$ cat src/rtl/dct_pkg.sv
// dct_pkg: command codes, link sample layout, argument fields, timing counts
// assumes the controller makes the link clock from sys_clk by a divider
package dct_pkg;
  localparam int SYS_PS = 50000;
  localparam int CK_HALF = 4;
  localparam int CK_PS = SYS_PS * 2 * CK_HALF;
  localparam int CNT_W = 8;
  typedef logic [CNT_W-1:0] dct_cnt_t;

  typedef enum logic [2:0] {
    DCT_NOP = 3'h0,
    DCT_MRS = 3'h1,
    DCT_REF = 3'h2,
    DCT_PRE = 3'h3,
    DCT_ACT = 3'h4,
    DCT_WR = 3'h5,
    DCT_RD = 3'h6,
    DCT_ZQS = 3'h7
  } dct_cmd_t;

  localparam int ARG_W = 8;
  localparam int ARG_WR_LSB = 0;
  localparam int ARG_WR_W = 4;
  localparam int ARG_BC4_BIT = 4;
  localparam int ARG_MPR_BIT = 5;

  typedef struct packed {
    logic rst_n;
    logic ck;
    logic cke;
    logic odt;
    logic bc4;
    dct_cmd_t cmd;
    logic [ARG_W-1:0] arg;
  } dct_link_t;

  // ceiling of ps over the clock period, never below floor_n
  function automatic int dct_nck(input int ps, input int floor_n);
    int c;
    c = (ps + CK_PS - 1) / CK_PS;
    return (c > floor_n) ? c : floor_n;
  endfunction

  localparam int MRD_NCK = 4;
  localparam int SHORT_CALIBRATION_COMMAND_NCK = 64;
  localparam int XP_PS = 7500;
  localparam int XP_MIN_NCK = 3;
  localparam int XP_NCK = dct_nck(XP_PS, XP_MIN_NCK);
  localparam int XPDLL_PS = 24000;
  localparam int XPDLL_MIN_NCK = 10;
  localparam int XPDLL_NCK = dct_nck(XPDLL_PS, XPDLL_MIN_NCK);
  localparam int CKE_PS = 5625;
  localparam int CKE_MIN_NCK = 3;
  localparam int CKE_NCK = dct_nck(CKE_PS, CKE_MIN_NCK);
  localparam int WR_PS = 15000;
  localparam int WR_NCK = dct_nck(WR_PS, 1);
  localparam int RP_PS = 13750;
  localparam int RP_NCK = dct_nck(RP_PS, 1);
  localparam int RFC_PS = 260000;
  localparam int RFC_NCK = dct_nck(RFC_PS, 1);
  localparam int REFI_PS = 7800000;
  localparam int REFI_NCK = REFI_PS / CK_PS;
  localparam int REF_OWED_MAX = 8;
  localparam int REFPDEN_NCK = 1;
  localparam int ODTH_SHORT_NCK = 4;
  localparam int ODTH_LONG_NCK = 6;
  localparam int BURST_LONG_NCK = 4;
  localparam int BURST_SHORT_NCK = 2;
  localparam int RD_PD_EXTRA_NCK = 1;
  localparam int MPRR_NCK = 1;
  localparam int INIT_RST_NCK = 8;
  localparam int WL_DEF = 5;
  localparam int RL_DEF = 6;
endpackage

$ cat src/rtl/dct_link_if.sv
// dct_link_if: the command link between controller and memory
// assumes the controller drives every wire and the memory only listens
`timescale 1ns/10ps
interface dct_link_if;
  logic rst_n;
  logic ck;
  logic cke;
  logic odt;
  logic bc4;
  dct_pkg::dct_cmd_t cmd;
  logic [dct_pkg::ARG_W-1:0] arg;
  modport ctrl (output rst_n, ck, cke, odt, bc4, cmd, arg);
  modport dram (input rst_n, ck, cke, odt, bc4, cmd, arg);
endinterface

$ cat src/rtl/dct_ctrl.sv
// dct_ctrl: controller end; makes the link clock and spaces every command
// assumes the user holds req_valid and its fields until req_ready
`timescale 1ns/10ps
module dct_ctrl #(
  parameter int WL = dct_pkg::WL_DEF,
  parameter int RL = dct_pkg::RL_DEF
) (
  input wire logic sys_clk,
  input wire logic reset,
  dct_link_if.ctrl link,
  input wire logic req_valid,
  input wire dct_pkg::dct_cmd_t req_cmd,
  input wire logic req_bc4,
  input wire logic [dct_pkg::ARG_W-1:0] req_arg,
  output logic req_ready,
  input wire logic pd_req,
  input wire logic odt_req,
  input wire logic [dct_pkg::ARG_W-1:0] init_arg,
  input wire logic restart,
  output logic init_done,
  output logic in_power_down,
  output logic [3:0] ref_owed
);
  if (WL < 1 || RL < 1 || WL + RL + 32 > 255) begin : g_chk_lat
    $error("dct_ctrl: WL or RL out of range");
  end
  if (dct_pkg::CK_HALF < 1 || dct_pkg::CK_HALF > 8) begin : g_chk_div
    $error("dct_ctrl: clock divider out of range");
  end

  typedef enum logic [1:0] {
    ST_RST = 2'b00,
    ST_WAIT = 2'b01,
    ST_RUN = 2'b10,
    ST_PD = 2'b11
  } dct_ctrl_state_t;

  typedef struct packed {
    logic [2:0] div;
    logic ck;
    dct_ctrl_state_t state;
    logic rst_n;
    logic cke;
    logic odt;
    logic bc4;
    dct_pkg::dct_cmd_t cmd;
    logic [dct_pkg::ARG_W-1:0] arg;
    dct_pkg::dct_cnt_t gap;
    dct_pkg::dct_cnt_t pd_gap;
    dct_pkg::dct_cnt_t dll_gap;
    dct_pkg::dct_cnt_t odt_cnt;
    dct_pkg::dct_cnt_t mpr_gap;
    dct_pkg::dct_cnt_t ref_t;
    dct_pkg::dct_cnt_t init_cnt;
    logic [3:0] owed;
    logic mpr_on;
    logic bc4_fixed;
    logic [dct_pkg::ARG_WR_W-1:0] wr_rec;
  } dct_ctrl_st_t;

  localparam logic [2:0] DIV_LAST = 3'(dct_pkg::CK_HALF - 1);
  localparam logic [3:0] OWED_MAX = 4'(dct_pkg::REF_OWED_MAX);

  dct_ctrl_st_t q_reg;
  dct_ctrl_st_t q_next;
  logic tick;
  logic take;
  logic force_ref;
  logic legal;
  logic [dct_pkg::ARG_W-1:0] mr_arg;
  dct_pkg::dct_cmd_t issue;
  int wr_cyc;

  function automatic dct_pkg::dct_cnt_t dct_dec(input dct_pkg::dct_cnt_t c);
    return (c != '0) ? c - 1'b1 : c;
  endfunction

  function automatic dct_pkg::dct_cnt_t dct_max(input dct_pkg::dct_cnt_t a,
                                                 input int b);
    return (a > dct_pkg::dct_cnt_t'(b)) ? a : dct_pkg::dct_cnt_t'(b);
  endfunction

  always_comb begin
    q_next = q_reg;
    take = 1'b0;
    legal = 1'b0;
    mr_arg = '0;
    issue = dct_pkg::DCT_NOP;
    wr_cyc = 0;
    force_ref = q_reg.owed >= OWED_MAX;
    // divider: link clock toggles every CK_HALF sys cycles
    if (q_reg.div == DIV_LAST) begin
      q_next.div = '0;
      q_next.ck = !q_reg.ck;
    end else begin
      q_next.div = q_reg.div + 3'h1;
    end
    // commands change at the falling edge, memory samples at the rising one
    tick = (q_reg.div == DIV_LAST) && q_reg.ck;
    if (tick) begin
      // one decrement per link clock cycle, never per unit of time
      q_next.cmd = dct_pkg::DCT_NOP;
      q_next.bc4 = 1'b0;
      q_next.gap = dct_dec(q_reg.gap);
      q_next.pd_gap = dct_dec(q_reg.pd_gap);
      q_next.dll_gap = dct_dec(q_reg.dll_gap);
      q_next.odt_cnt = dct_dec(q_reg.odt_cnt);
      q_next.mpr_gap = dct_dec(q_reg.mpr_gap);
      if (q_reg.state == ST_RUN || q_reg.state == ST_PD) begin
        // divider is fixed, so edges stand for time here
        if (q_reg.ref_t == dct_pkg::dct_cnt_t'(dct_pkg::REFI_NCK - 1)) begin
          q_next.ref_t = '0;
          if (q_reg.owed < OWED_MAX) begin
            q_next.owed = q_reg.owed + 4'h1;
          end
        end else begin
          q_next.ref_t = q_reg.ref_t + 1'b1;
        end
      end
      case (q_reg.state)
        ST_RST: begin
          q_next.rst_n = 1'b0;
          q_next.cke = 1'b0;
          q_next.odt = 1'b0;
          if (q_reg.init_cnt == dct_pkg::dct_cnt_t'(dct_pkg::INIT_RST_NCK - 1)) begin
            q_next.rst_n = 1'b1;
            q_next.cke = 1'b1;
            q_next.gap = dct_pkg::dct_cnt_t'(dct_pkg::XPDLL_NCK - 1);
            q_next.state = ST_WAIT;
          end else begin
            q_next.init_cnt = q_reg.init_cnt + 1'b1;
          end
        end
        ST_WAIT: begin
          if (q_reg.gap == '0) begin
            issue = dct_pkg::DCT_MRS;
            mr_arg = init_arg;
            q_next.state = ST_RUN;
          end
        end
        ST_RUN: begin
          if (odt_req && !q_reg.odt && q_reg.dll_gap == '0) begin
            q_next.odt = 1'b1;
            q_next.odt_cnt = dct_max(q_next.odt_cnt, dct_pkg::ODTH_SHORT_NCK - 1);
          end else if (!odt_req && q_reg.odt && q_reg.odt_cnt == '0) begin
            q_next.odt = 1'b0;
          end
          legal = !(req_cmd == dct_pkg::DCT_RD && q_reg.dll_gap != '0)
            && !(req_cmd == dct_pkg::DCT_MRS && q_reg.mpr_gap != '0);
          if (q_reg.gap == '0) begin
            if (force_ref || (q_reg.owed != '0 && !req_valid)) begin
              issue = dct_pkg::DCT_REF;
              q_next.owed = q_next.owed - 4'h1;
            end else if (req_valid && legal) begin
              issue = req_cmd;
              mr_arg = req_arg;
              take = 1'b1;
            end else if (pd_req && q_reg.pd_gap == '0 && !q_reg.odt) begin
              // operations may still be finishing inside the memory
              q_next.cke = 1'b0;
              q_next.gap = dct_pkg::dct_cnt_t'(dct_pkg::CKE_NCK - 1);
              q_next.state = ST_PD;
            end
          end
        end
        ST_PD: begin
          if (q_reg.gap == '0 && (!pd_req || force_ref)) begin
            q_next.cke = 1'b1;
            q_next.gap = dct_pkg::dct_cnt_t'(dct_pkg::XP_NCK - 1);
            q_next.dll_gap = dct_pkg::dct_cnt_t'(dct_pkg::XPDLL_NCK - 1);
            q_next.state = ST_RUN;
          end
        end
        default: begin
          q_next.state = ST_RST;
        end
      endcase
      q_next.cmd = issue;
      case (issue)
        dct_pkg::DCT_MRS: begin
          q_next.arg = mr_arg;
          q_next.wr_rec = mr_arg[dct_pkg::ARG_WR_LSB +: dct_pkg::ARG_WR_W];
          q_next.bc4_fixed = mr_arg[dct_pkg::ARG_BC4_BIT];
          q_next.mpr_on = mr_arg[dct_pkg::ARG_MPR_BIT];
          q_next.gap = dct_pkg::dct_cnt_t'(dct_pkg::MRD_NCK - 1);
          q_next.pd_gap = dct_max(q_next.pd_gap, dct_pkg::MRD_NCK - 1);
        end
        dct_pkg::DCT_ZQS: begin
          q_next.gap = dct_pkg::dct_cnt_t'(dct_pkg::SHORT_CALIBRATION_COMMAND_NCK - 1);
          q_next.pd_gap = dct_max(q_next.pd_gap, dct_pkg::SHORT_CALIBRATION_COMMAND_NCK - 1);
        end
        dct_pkg::DCT_REF: begin
          q_next.gap = dct_pkg::dct_cnt_t'(dct_pkg::RFC_NCK - 1);
          // extra exit-lock time before cke may drop after refresh
          q_next.pd_gap = dct_max(q_next.pd_gap, (dct_pkg::XPDLL_NCK
            > dct_pkg::REFPDEN_NCK ? dct_pkg::XPDLL_NCK : dct_pkg::REFPDEN_NCK) - 1);
        end
        dct_pkg::DCT_ACT, dct_pkg::DCT_PRE: begin
          q_next.gap = dct_pkg::dct_cnt_t'(dct_pkg::RP_NCK - 1);
        end
        dct_pkg::DCT_WR: begin
          q_next.bc4 = req_bc4;
          // rounded-up recovery, at least the programmed field
          wr_cyc = (int'(q_reg.wr_rec) > dct_pkg::WR_NCK) ? int'(q_reg.wr_rec)
            : dct_pkg::WR_NCK;
          wr_cyc = wr_cyc + WL - 1 + (q_reg.bc4_fixed ? dct_pkg::BURST_SHORT_NCK
            : dct_pkg::BURST_LONG_NCK);
          q_next.pd_gap = dct_max(q_next.pd_gap, wr_cyc);
          if (q_next.odt) begin
            if (q_reg.bc4_fixed || req_bc4) begin
              q_next.odt_cnt = dct_max(q_next.odt_cnt, dct_pkg::ODTH_SHORT_NCK - 1);
            end else begin
              q_next.odt_cnt = dct_max(q_next.odt_cnt, dct_pkg::ODTH_LONG_NCK - 1);
            end
          end
        end
        dct_pkg::DCT_RD: begin
          q_next.pd_gap = dct_max(q_next.pd_gap,
            RL + dct_pkg::BURST_LONG_NCK + dct_pkg::RD_PD_EXTRA_NCK - 1);
          if (q_reg.mpr_on) begin
            q_next.mpr_gap = dct_max(q_next.mpr_gap,
              RL + dct_pkg::BURST_LONG_NCK + dct_pkg::MPRR_NCK - 1);
          end
        end
        default: begin
        end
      endcase
    end
    if (restart) begin
      // any timing fault: reset the memory and run initialisation again
      q_next = '0;
      // divider keeps running so link clock halves stay whole
      q_next.div = (q_reg.div == DIV_LAST) ? 3'h0 : q_reg.div + 3'h1;
      q_next.ck = (q_reg.div == DIV_LAST) ? !q_reg.ck : q_reg.ck;
      // command wires change only at a falling edge
      q_next.cmd = tick ? dct_pkg::DCT_NOP : q_reg.cmd;
      q_next.bc4 = tick ? 1'b0 : q_reg.bc4;
      q_next.arg = q_reg.arg;
      take = 1'b0;
    end
  end

  always_ff @(posedge sys_clk) begin
    if (reset) begin
      q_reg <= '0;
    end else begin
      q_reg <= q_next;
    end
  end

  assign link.rst_n = q_reg.rst_n;
  assign link.ck = q_reg.ck;
  assign link.cke = q_reg.cke;
  assign link.odt = q_reg.odt;
  assign link.bc4 = q_reg.bc4;
  assign link.cmd = q_reg.cmd;
  assign link.arg = q_reg.arg;
  assign req_ready = take;
  assign init_done = q_reg.state == ST_RUN || q_reg.state == ST_PD;
  assign in_power_down = q_reg.state == ST_PD;
  assign ref_owed = q_reg.owed;
endmodule

$ cat src/flat_wrapper.sv
// flat-port wrapper written by rule: the top's interface ports become plain ports
module dct_ctrl_flat 
#(
  parameter int WL = dct_pkg::WL_DEF,
  parameter int RL = dct_pkg::RL_DEF
)
  (sys_clk, reset, req_valid, req_cmd, req_bc4, req_arg, req_ready, pd_req, odt_req, init_arg, restart, init_done, in_power_down, ref_owed, link_rst_n, link_ck, link_cke, link_odt, link_bc4, link_cmd, link_arg);
  dct_link_if link_i ();
  input wire logic sys_clk;
  input wire logic reset;
  input wire logic req_valid;
  input wire dct_pkg::dct_cmd_t req_cmd;
  input wire logic req_bc4;
  input wire logic [dct_pkg::ARG_W-1:0] req_arg;
  output logic req_ready;
  input wire logic pd_req;
  input wire logic odt_req;
  input wire logic [dct_pkg::ARG_W-1:0] init_arg;
  input wire logic restart;
  output logic init_done;
  output logic in_power_down;
  output logic [3:0] ref_owed;
  output wire logic [$bits(link_i.rst_n)-1:0] link_rst_n;
  output wire logic [$bits(link_i.ck)-1:0] link_ck;
  output wire logic [$bits(link_i.cke)-1:0] link_cke;
  output wire logic [$bits(link_i.odt)-1:0] link_odt;
  output wire logic [$bits(link_i.bc4)-1:0] link_bc4;
  output wire logic [$bits(link_i.cmd)-1:0] link_cmd;
  output wire logic [$bits(link_i.arg)-1:0] link_arg;
  assign link_rst_n = link_i.rst_n;
  assign link_ck = link_i.ck;
  assign link_cke = link_i.cke;
  assign link_odt = link_i.odt;
  assign link_bc4 = link_i.bc4;
  assign link_cmd = link_i.cmd;
  assign link_arg = link_i.arg;
  dct_ctrl #(.WL(WL), .RL(RL)) u_core (.sys_clk(sys_clk), .reset(reset), .link(link_i), .req_valid(req_valid), .req_cmd(req_cmd), .req_bc4(req_bc4), .req_arg(req_arg), .req_ready(req_ready), .pd_req(pd_req), .odt_req(odt_req), .init_arg(init_arg), .restart(restart), .init_done(init_done), .in_power_down(in_power_down), .ref_owed(ref_owed));
endmodule
$ cat config.mk
export PLATFORM = sky130hd
export DESIGN_NAME = dct_ctrl_flat
export DESIGN_NICKNAME = d
export VERILOG_FILES = /design/src/rtl/dct_pkg.sv /design/src/rtl/dct_link_if.sv /design/src/rtl/dct_ctrl.sv /design/src/flat_wrapper.sv
export SDC_FILE = /design/constraint.sdc
export NUM_CORES = 1
export LEC_CHECK = 0
export BUFFER_PORTS_ARGS = -buffer_cell sky130_fd_sc_hd__buf_4
export CAP_MARGIN = 10
export CORE_UTILIZATION = 66
export DETAILED_ROUTE_END_ITERATION = 16
export HOLD_SLACK_MARGIN = 0.15
export PLACE_DENSITY_LB_ADDON = 0.2
export SYNTH_ARGS = -nofsm -noshare
export SYNTH_HDL_FRONTEND = slang
export SYNTH_SLANG_ARGS = --single-unit
$ cat constraint.sdc
create_clock -name sys_clk -period 4.7 [get_ports sys_clk]
set_input_delay 0.705 -clock sys_clk [delete_from_list [all_inputs] [get_ports sys_clk]]
set_output_delay 0.705 -clock sys_clk [all_outputs]
set_load 0.02 [all_outputs]
==> After elaboration in Yosys (flattened, before gate mapping) <==
Cells that the tools add are included.
{ "totals": {"in_bits": 26, "out_inout_bits": 23, "regBits": 87, "wordCells": 204} }
{ "classes": {"reduce_logical": 45, "magnitude_cmp": 12, "n_bitwise": 2, "add_sub_neg": 13, "n_eq_ne": 22, "n_mux": 90} }
{ "ops": {"columns": ["operator", "n"], "rows": [
  ["$mux W8", 39],
  ["$mux W78", 2],
  ["$pmux W8 S3", 2],
  ["$pmux W8 S5", 1],
  ["$reduce_bool A8 Y1", 5],
  ["$sub A8 B1 Y8 const B", 5],
  ["$mux W4", 9],
  ["$logic_not A8 Y1", 4],
  ["$gt A8 B2 Y1 const B", 3],
  ["$gt A8 B4 Y1 const B", 3],
  ["$mux W3", 7],
  ["$mux W1", 18],
  ["$add A8 B1 Y8 const B", 2],
  ["$pmux W8 S2", 1],
  ["$eq A3 B3 Y1 const B", 5],
  ["$logic_and A1 B1 Y1", 13],
  ["$mux W2", 6],
  ["$ne A2 B1 Y1 const B", 5],
  ["$eq A3 B2 Y1 const B", 3],
  ["$add A8 B4 Y8 const B", 1],
  ["$add A8 B8 Y8", 1],
  ["$eq A8 B3 Y1 const B", 1],
  ["$eq A8 B5 Y1 const B", 1],
  ["$gt A8 B3 Y1 const B", 1],
  ["other kinds (30)", 46]
]} }

==> Depth between registers and ports, before layout <==
{ "logic_depth": {"word_depth": 15, "depth_mapped": 14, "ltp_nobuf": 14} }

==> Worst setup path after synthesis <==
Ideal clock, no wire load.
{ "synth_timing": {"path_kind": "reg-to-reg", "start": "reg u_core.q_reg[50] (netlist bit)", "end": "reg u_core.q_reg[54] (netlist bit)", "setup_time_ns": 0.119, "setup_slack_ns": 1.505, "period_less_slack_ns": 3.195, "path_buffers": 0, "path_stages_with_launch": 15, "arrival_time_ns": 3.076, "required_ns": 4.581, "cell_sequence": "dfxtp_1 -> inv_1 -> ha_1 -> or4b_1 -> nor2_1 -> mux2_2 -> inv_1 -> ha_1 -> and3_1 -> a31oi_1 -> o31ai_1 -> o211ai_1 -> nor2_1 -> mux2i_1 -> o221a_2"} }
{ "synth_via": {"elab_chain_cells": 5, "elab_cells_between_ends": 14, "classes_between": "add/sub (1); order compare (5); mux (7); reduce/logical (1)"} }
{ "synth_rtl": {"columns": ["element", "line_no", "source"], "rows": [
  ["start: declaration", "dct_ctrl.sv:64", "dct_ctrl_st_t q_reg;"],
  ["start signal: assignment", "dct_ctrl.sv:247", "q_reg <= q_next;"],
  ["$sub A8 B1 Y8 / $reduce_bool A8 Y1 (equally long branches)", "dct_ctrl.sv:75", "return (c != '0) ? c - 1'b1 : c;"],
  ["$mux W8 (*)", "dct_ctrl.sv:75", null],
  ["$gt A8 B4 Y1, or another cell as far along", "dct_ctrl.sv:80", "return (a > dct_pkg::dct_cnt_t'(b)) ? a : dct_pkg::dct_cnt_t'(b);"],
  ["$mux W8", "dct_ctrl.sv:80", null],
  ["$pmux W8 S5 (*)", "dct_ctrl.sv:179", "case (issue)"]
]} }
Every way passes the cells marked *; elsewhere a longest branch is shown, timed or not.
A chain may end at the register's enable or synchronous reset.

==> Worst setup path after layout <==
{ "layout_timing": {"start": "reg u_core.q_reg[50] (netlist bit)", "end": "reg u_core.q_reg[51] (netlist bit)"} }
Same word-level chain as after synthesis.

==> results.py <==
metrics = {
    "status": {
        "status": "finished, final reports clean",
    },
    "logic_synthesis": {
        "ys_top_cells_by_area": "dfxtp_1 (29%), ha_1 (6.8%), nor2_1 (5.7%), a21oi_1 (4.9%), o21ai_0 (3.4%)",
        "synth-async-reset-ratio_pct": 0,
        "synth_top_family_by_area": "simple AND/OR/NAND/NOR gates",
        "synth.area.mux_share_pct": 3.167,
        "ys_ff_latch": 87,
        "synth_top_area_cell": "dfxtp_1",
        "synth-edff-count": 0,
        "synth_cells": 768,
        "synth_cell_type_count": 84,
        "synth_top_area_share_pct": 28.63,
        "synth-simple-area-share_pct": 27.64,
        "ys_warn_count": 0,
        "seq_area_frac_synth_pct": 28.63,
        "synth_xor_xnor_area_share_pct": 3.743,
        "ys.flop_type": "dfxtp_1",
        "synthAdderAreaFrac_pct": 7.116,
        "synth_compound_area_share_pct": 22.65,
        "avgSynthCellArea_sq_um": 7.921,
        "synth_fp_nets": 828,
        "netlist_area_sq_um": 6083,
    },
    "power": {
        "p_int_uw": 1022,
        "power_frac_comb_pct": 5.9,
        "switchingPower_uw": 338.0,
        "total_power_uw": 1360,
        "clkPwrFrac_pct": 39.5,
        "swShare_pct": 24.86,
        "worst_ir_drop_vdd_mv": 0.2497,
        "power_frac_seq_pct": 54.6,
        "p_per_area_nw_per_um2": 208.5,
        "power.leakage_uw": 0.002425,
    },
    "timing": {
        "grt_setup_unrepaired": "no",
        "layout_min_cycle_time_ps": 3775,
        "fmax_mhz": 264.9,
        "holdWs_ps": 434.5,
        "fin_tns_setup_ps": 0,
        "setup-violations-final": 0,
        "skew_ps": 9.066,
        "final_hold_viol_count": 0,
        "drv_slew": 0,
        "relSlewSlack_pct": 26.13,
        "setup_ws_ps": 924.7,
        "period_share_pct": 80.33,
        "worst_pin_slew_ps": 1108,
    },
    "worst_hold_path": {
        "min_from": "u_core.q_reg[84]",
        "hp-class": "reg2reg",
    },
    "cts": {
        "cts-resized-gates": 0,
        "htree_num_levels": 3,
        "ctsHoldBuffers": 0,
        "cts_tree": "yes",
        "clock_latency_ps": 370,
        "clock_sinks": 87,
        "cts.clk_slew.worst_paths_ps": 90,
        "numCtsBuffers": 9,
        "cts.root.buffer_cell": "clkbuf_8",
        "cts_setup_buffers": 0,
        "cts_max_path_buffers": 2,
    },
    "floorplan": {
        "die_x_microns": 98.01,
        "dieArea_sq_um": 9605,
        "core_sq_um": 8806,
        "num_rows": 34,
        "start_util_pct": 69.08,
        "pin_count": 49,
        "die_h_microns": 98.01,
    },
    "critical_path": {
        "reg2reg_to": "u_core.q_reg[51]",
        "critPathKind": "reg2reg",
        "required_ps": 4950,
        "reg2reg_depth": 14,
        "cp-end-kind": "flip-flop",
        "worst-path-max-fanout": 8,
        "crit_slowest_cell": "or4b_1",
        "cpPeakStageDelay_ps": 490,
        "cp-startpoint": "u_core.q_reg[50]",
        "crit_path_end": "u_core.q_reg[51]",
        "path_cells": "inv_1, ha_1, or4b_1, nor2_1, mux2_2, inv_1, ha_1, and3_1, a31oi_1, o31ai_1, o211ai_1, o32ai_1, nor4bb_1, a21oi_1",
        "critical_path_arrival_ps": 4030,
        "startpoint_type": "flip-flop",
        "r2r-start": "u_core.q_reg[50]",
        "ff2ff_setup_slack_ps": 920,
    },
    "global_routing": {
        "grt_max_degree": 54,
        "grtUsageTotal_pct": 32.16,
        "grt_pass1_wl_microns": 25470,
        "grt_pass1_vias": 5528,
        "antenna_found_initial": 0,
        "globalRoute.totalOverflow": 0,
    },
    "routing": {
        "wl_per_cell_microns": 16.91,
        "vias": 5800,
        "drc_errors": 0,
        "via_per_inst": 6.517,
        "first_pass_iters": 5,
        "routed_wl_microns": 15050,
        "postRouteAntennaNets": 0,
        "first_iter_violations": 398,
    },
    "job": {
        "maxCapViolCount": 0,
    },
    "layout": {
        "area_growth_pct": 7.219,
        "layout-drive-gt1-share_pct": 12.92,
        "largest_register_ffs": 67,
        "fillCellCount": 707,
        "stdcell_count": 890,
        "antenna_cells": 0,
        "finalNetCount": 837,
    },
    "placed_design": {
        "pre_cts_ws_ps": 1051,
        "place.gp.congestion": 0.9228,
        "hpwl_microns": 11120,
        "portBuffers": 48,
        "placedCellCount": 874,
    },
}
==> final cells by class <==
class,count,area (sq um),share of cell area (%)
Clock inverter,6,68.82,1.055
Timing Repair Buffer,52,390.4,5.985
Tap cell,108,135.1,2.072
Sequential cell,87,1742,26.70
Inverter,39,146.4,2.244
Multi-Input combinational cell,588,3913,59.98
Clock buffer,10,127.6,1.957
==> how the worst min path moves through the flow <==
stage / to / slack (ps) / cells past startpoint
floorplan: u_core.q_reg[84] / 400 / 1
global placement: u_core.q_reg[84] / 410 / 1
detailed placement: u_core.q_reg[84] / 430 / 1
CTS: u_core.q_reg[84] / 440 / 1
global route: u_core.q_reg[84] / 470 / 1
finish: u_core.q_reg[84] / 430 / 1
==> cell families after synthesis <==
logic type      count (synthesis)
mux                            19
buf+inv                        93
xor+xnor                       26
fa+ha+maj                      34
flops                          87
simple gates                  307
compound gates                202
==> metal layers <==
metal	track usage [%]	vias to the layer above	part of all wire, %
met5	0	-	0
met4	13.40	0	2.6
met3	4.581	36	5.6
met2	55.80	201	49
met1	39.85	2757	43
li1	-	2806	-
==> cell usage after synthesis, types with 9 or more instances <==
cell      count
nand4_1      12
ha_1         33
o21ai_0      41
a211oi_1     10
a22oi_1      10
inv_1        37
mux2i_1      17
xor2_1       12
dfxtp_1      87
and3_1       11
a21oi_1      60
clkbuf_1     28
a31oi_1       9
buf_4        17
or3_1        13
o21a_1        9
nand2b_1     10
nor2_1       93
nor4_1        9
nand2_1      47
nor2b_1       9
xnor2_1      14
nand3_1      15
nor3_1       32
==> stage by stage <==
stage | util (%) | cell area, sq um
floorplan | - | 6083
global placement | 71.84 | 6326
detailed placement | 71.84 | 6326
CTS | 74.07 | 6523
global route | 74.07 | 6523
finish | 74.07 | 6523
==> cells in the final DEF (no fill, tap or decap), types with 11 or more instances in the layout <==
cell type | netlist | layout
dfxtp_1 | 87 | 87
or3_1 | 13 | 13
ha_1 | 33 | 33
xor2_1 | 12 | 12
nor2_1 | 93 | 93
a21oi_1 | 60 | 60
mux2i_1 | 17 | 17
inv_1 | 37 | 37
o21ai_0 | 41 | 41
xnor2_1 | 14 | 14
and3_1 | 11 | 11
nand2_1 | 47 | 47
nand3_1 | 15 | 15
nor3_1 | 32 | 32
buf_4 | 17 | 52
nand4_1 | 12 | 12
==> worst max-delay path, delay by kind of cell (launching register included) <==
| family | cells | cell delay [ps] |
|---|---|---|
| buffers and inverters | 2 | 240 |
| DFF | 1 | 390 |
| adders and majority gates | 2 | 430 |
| muxes | 1 | 410 |
| AOI/OAI and AO/OA | 5 | 820 |
| and+or+nand+nor | 4 | 1360 |
==> power groups by stage <==
stage | combinational, uW | sequential (uW) | clock [uW]
after floorplan | 45.1 | 761 | 0
after global placement | 76.7 | 760 | 0
after detailed placement | 78.9 | 761 | 0
after CTS | 79.1 | 743 | 544
after global routing | 87.3 | 744 | 569
final | 79.9 | 743 | 537
Power figures use the tool's default switching activity.
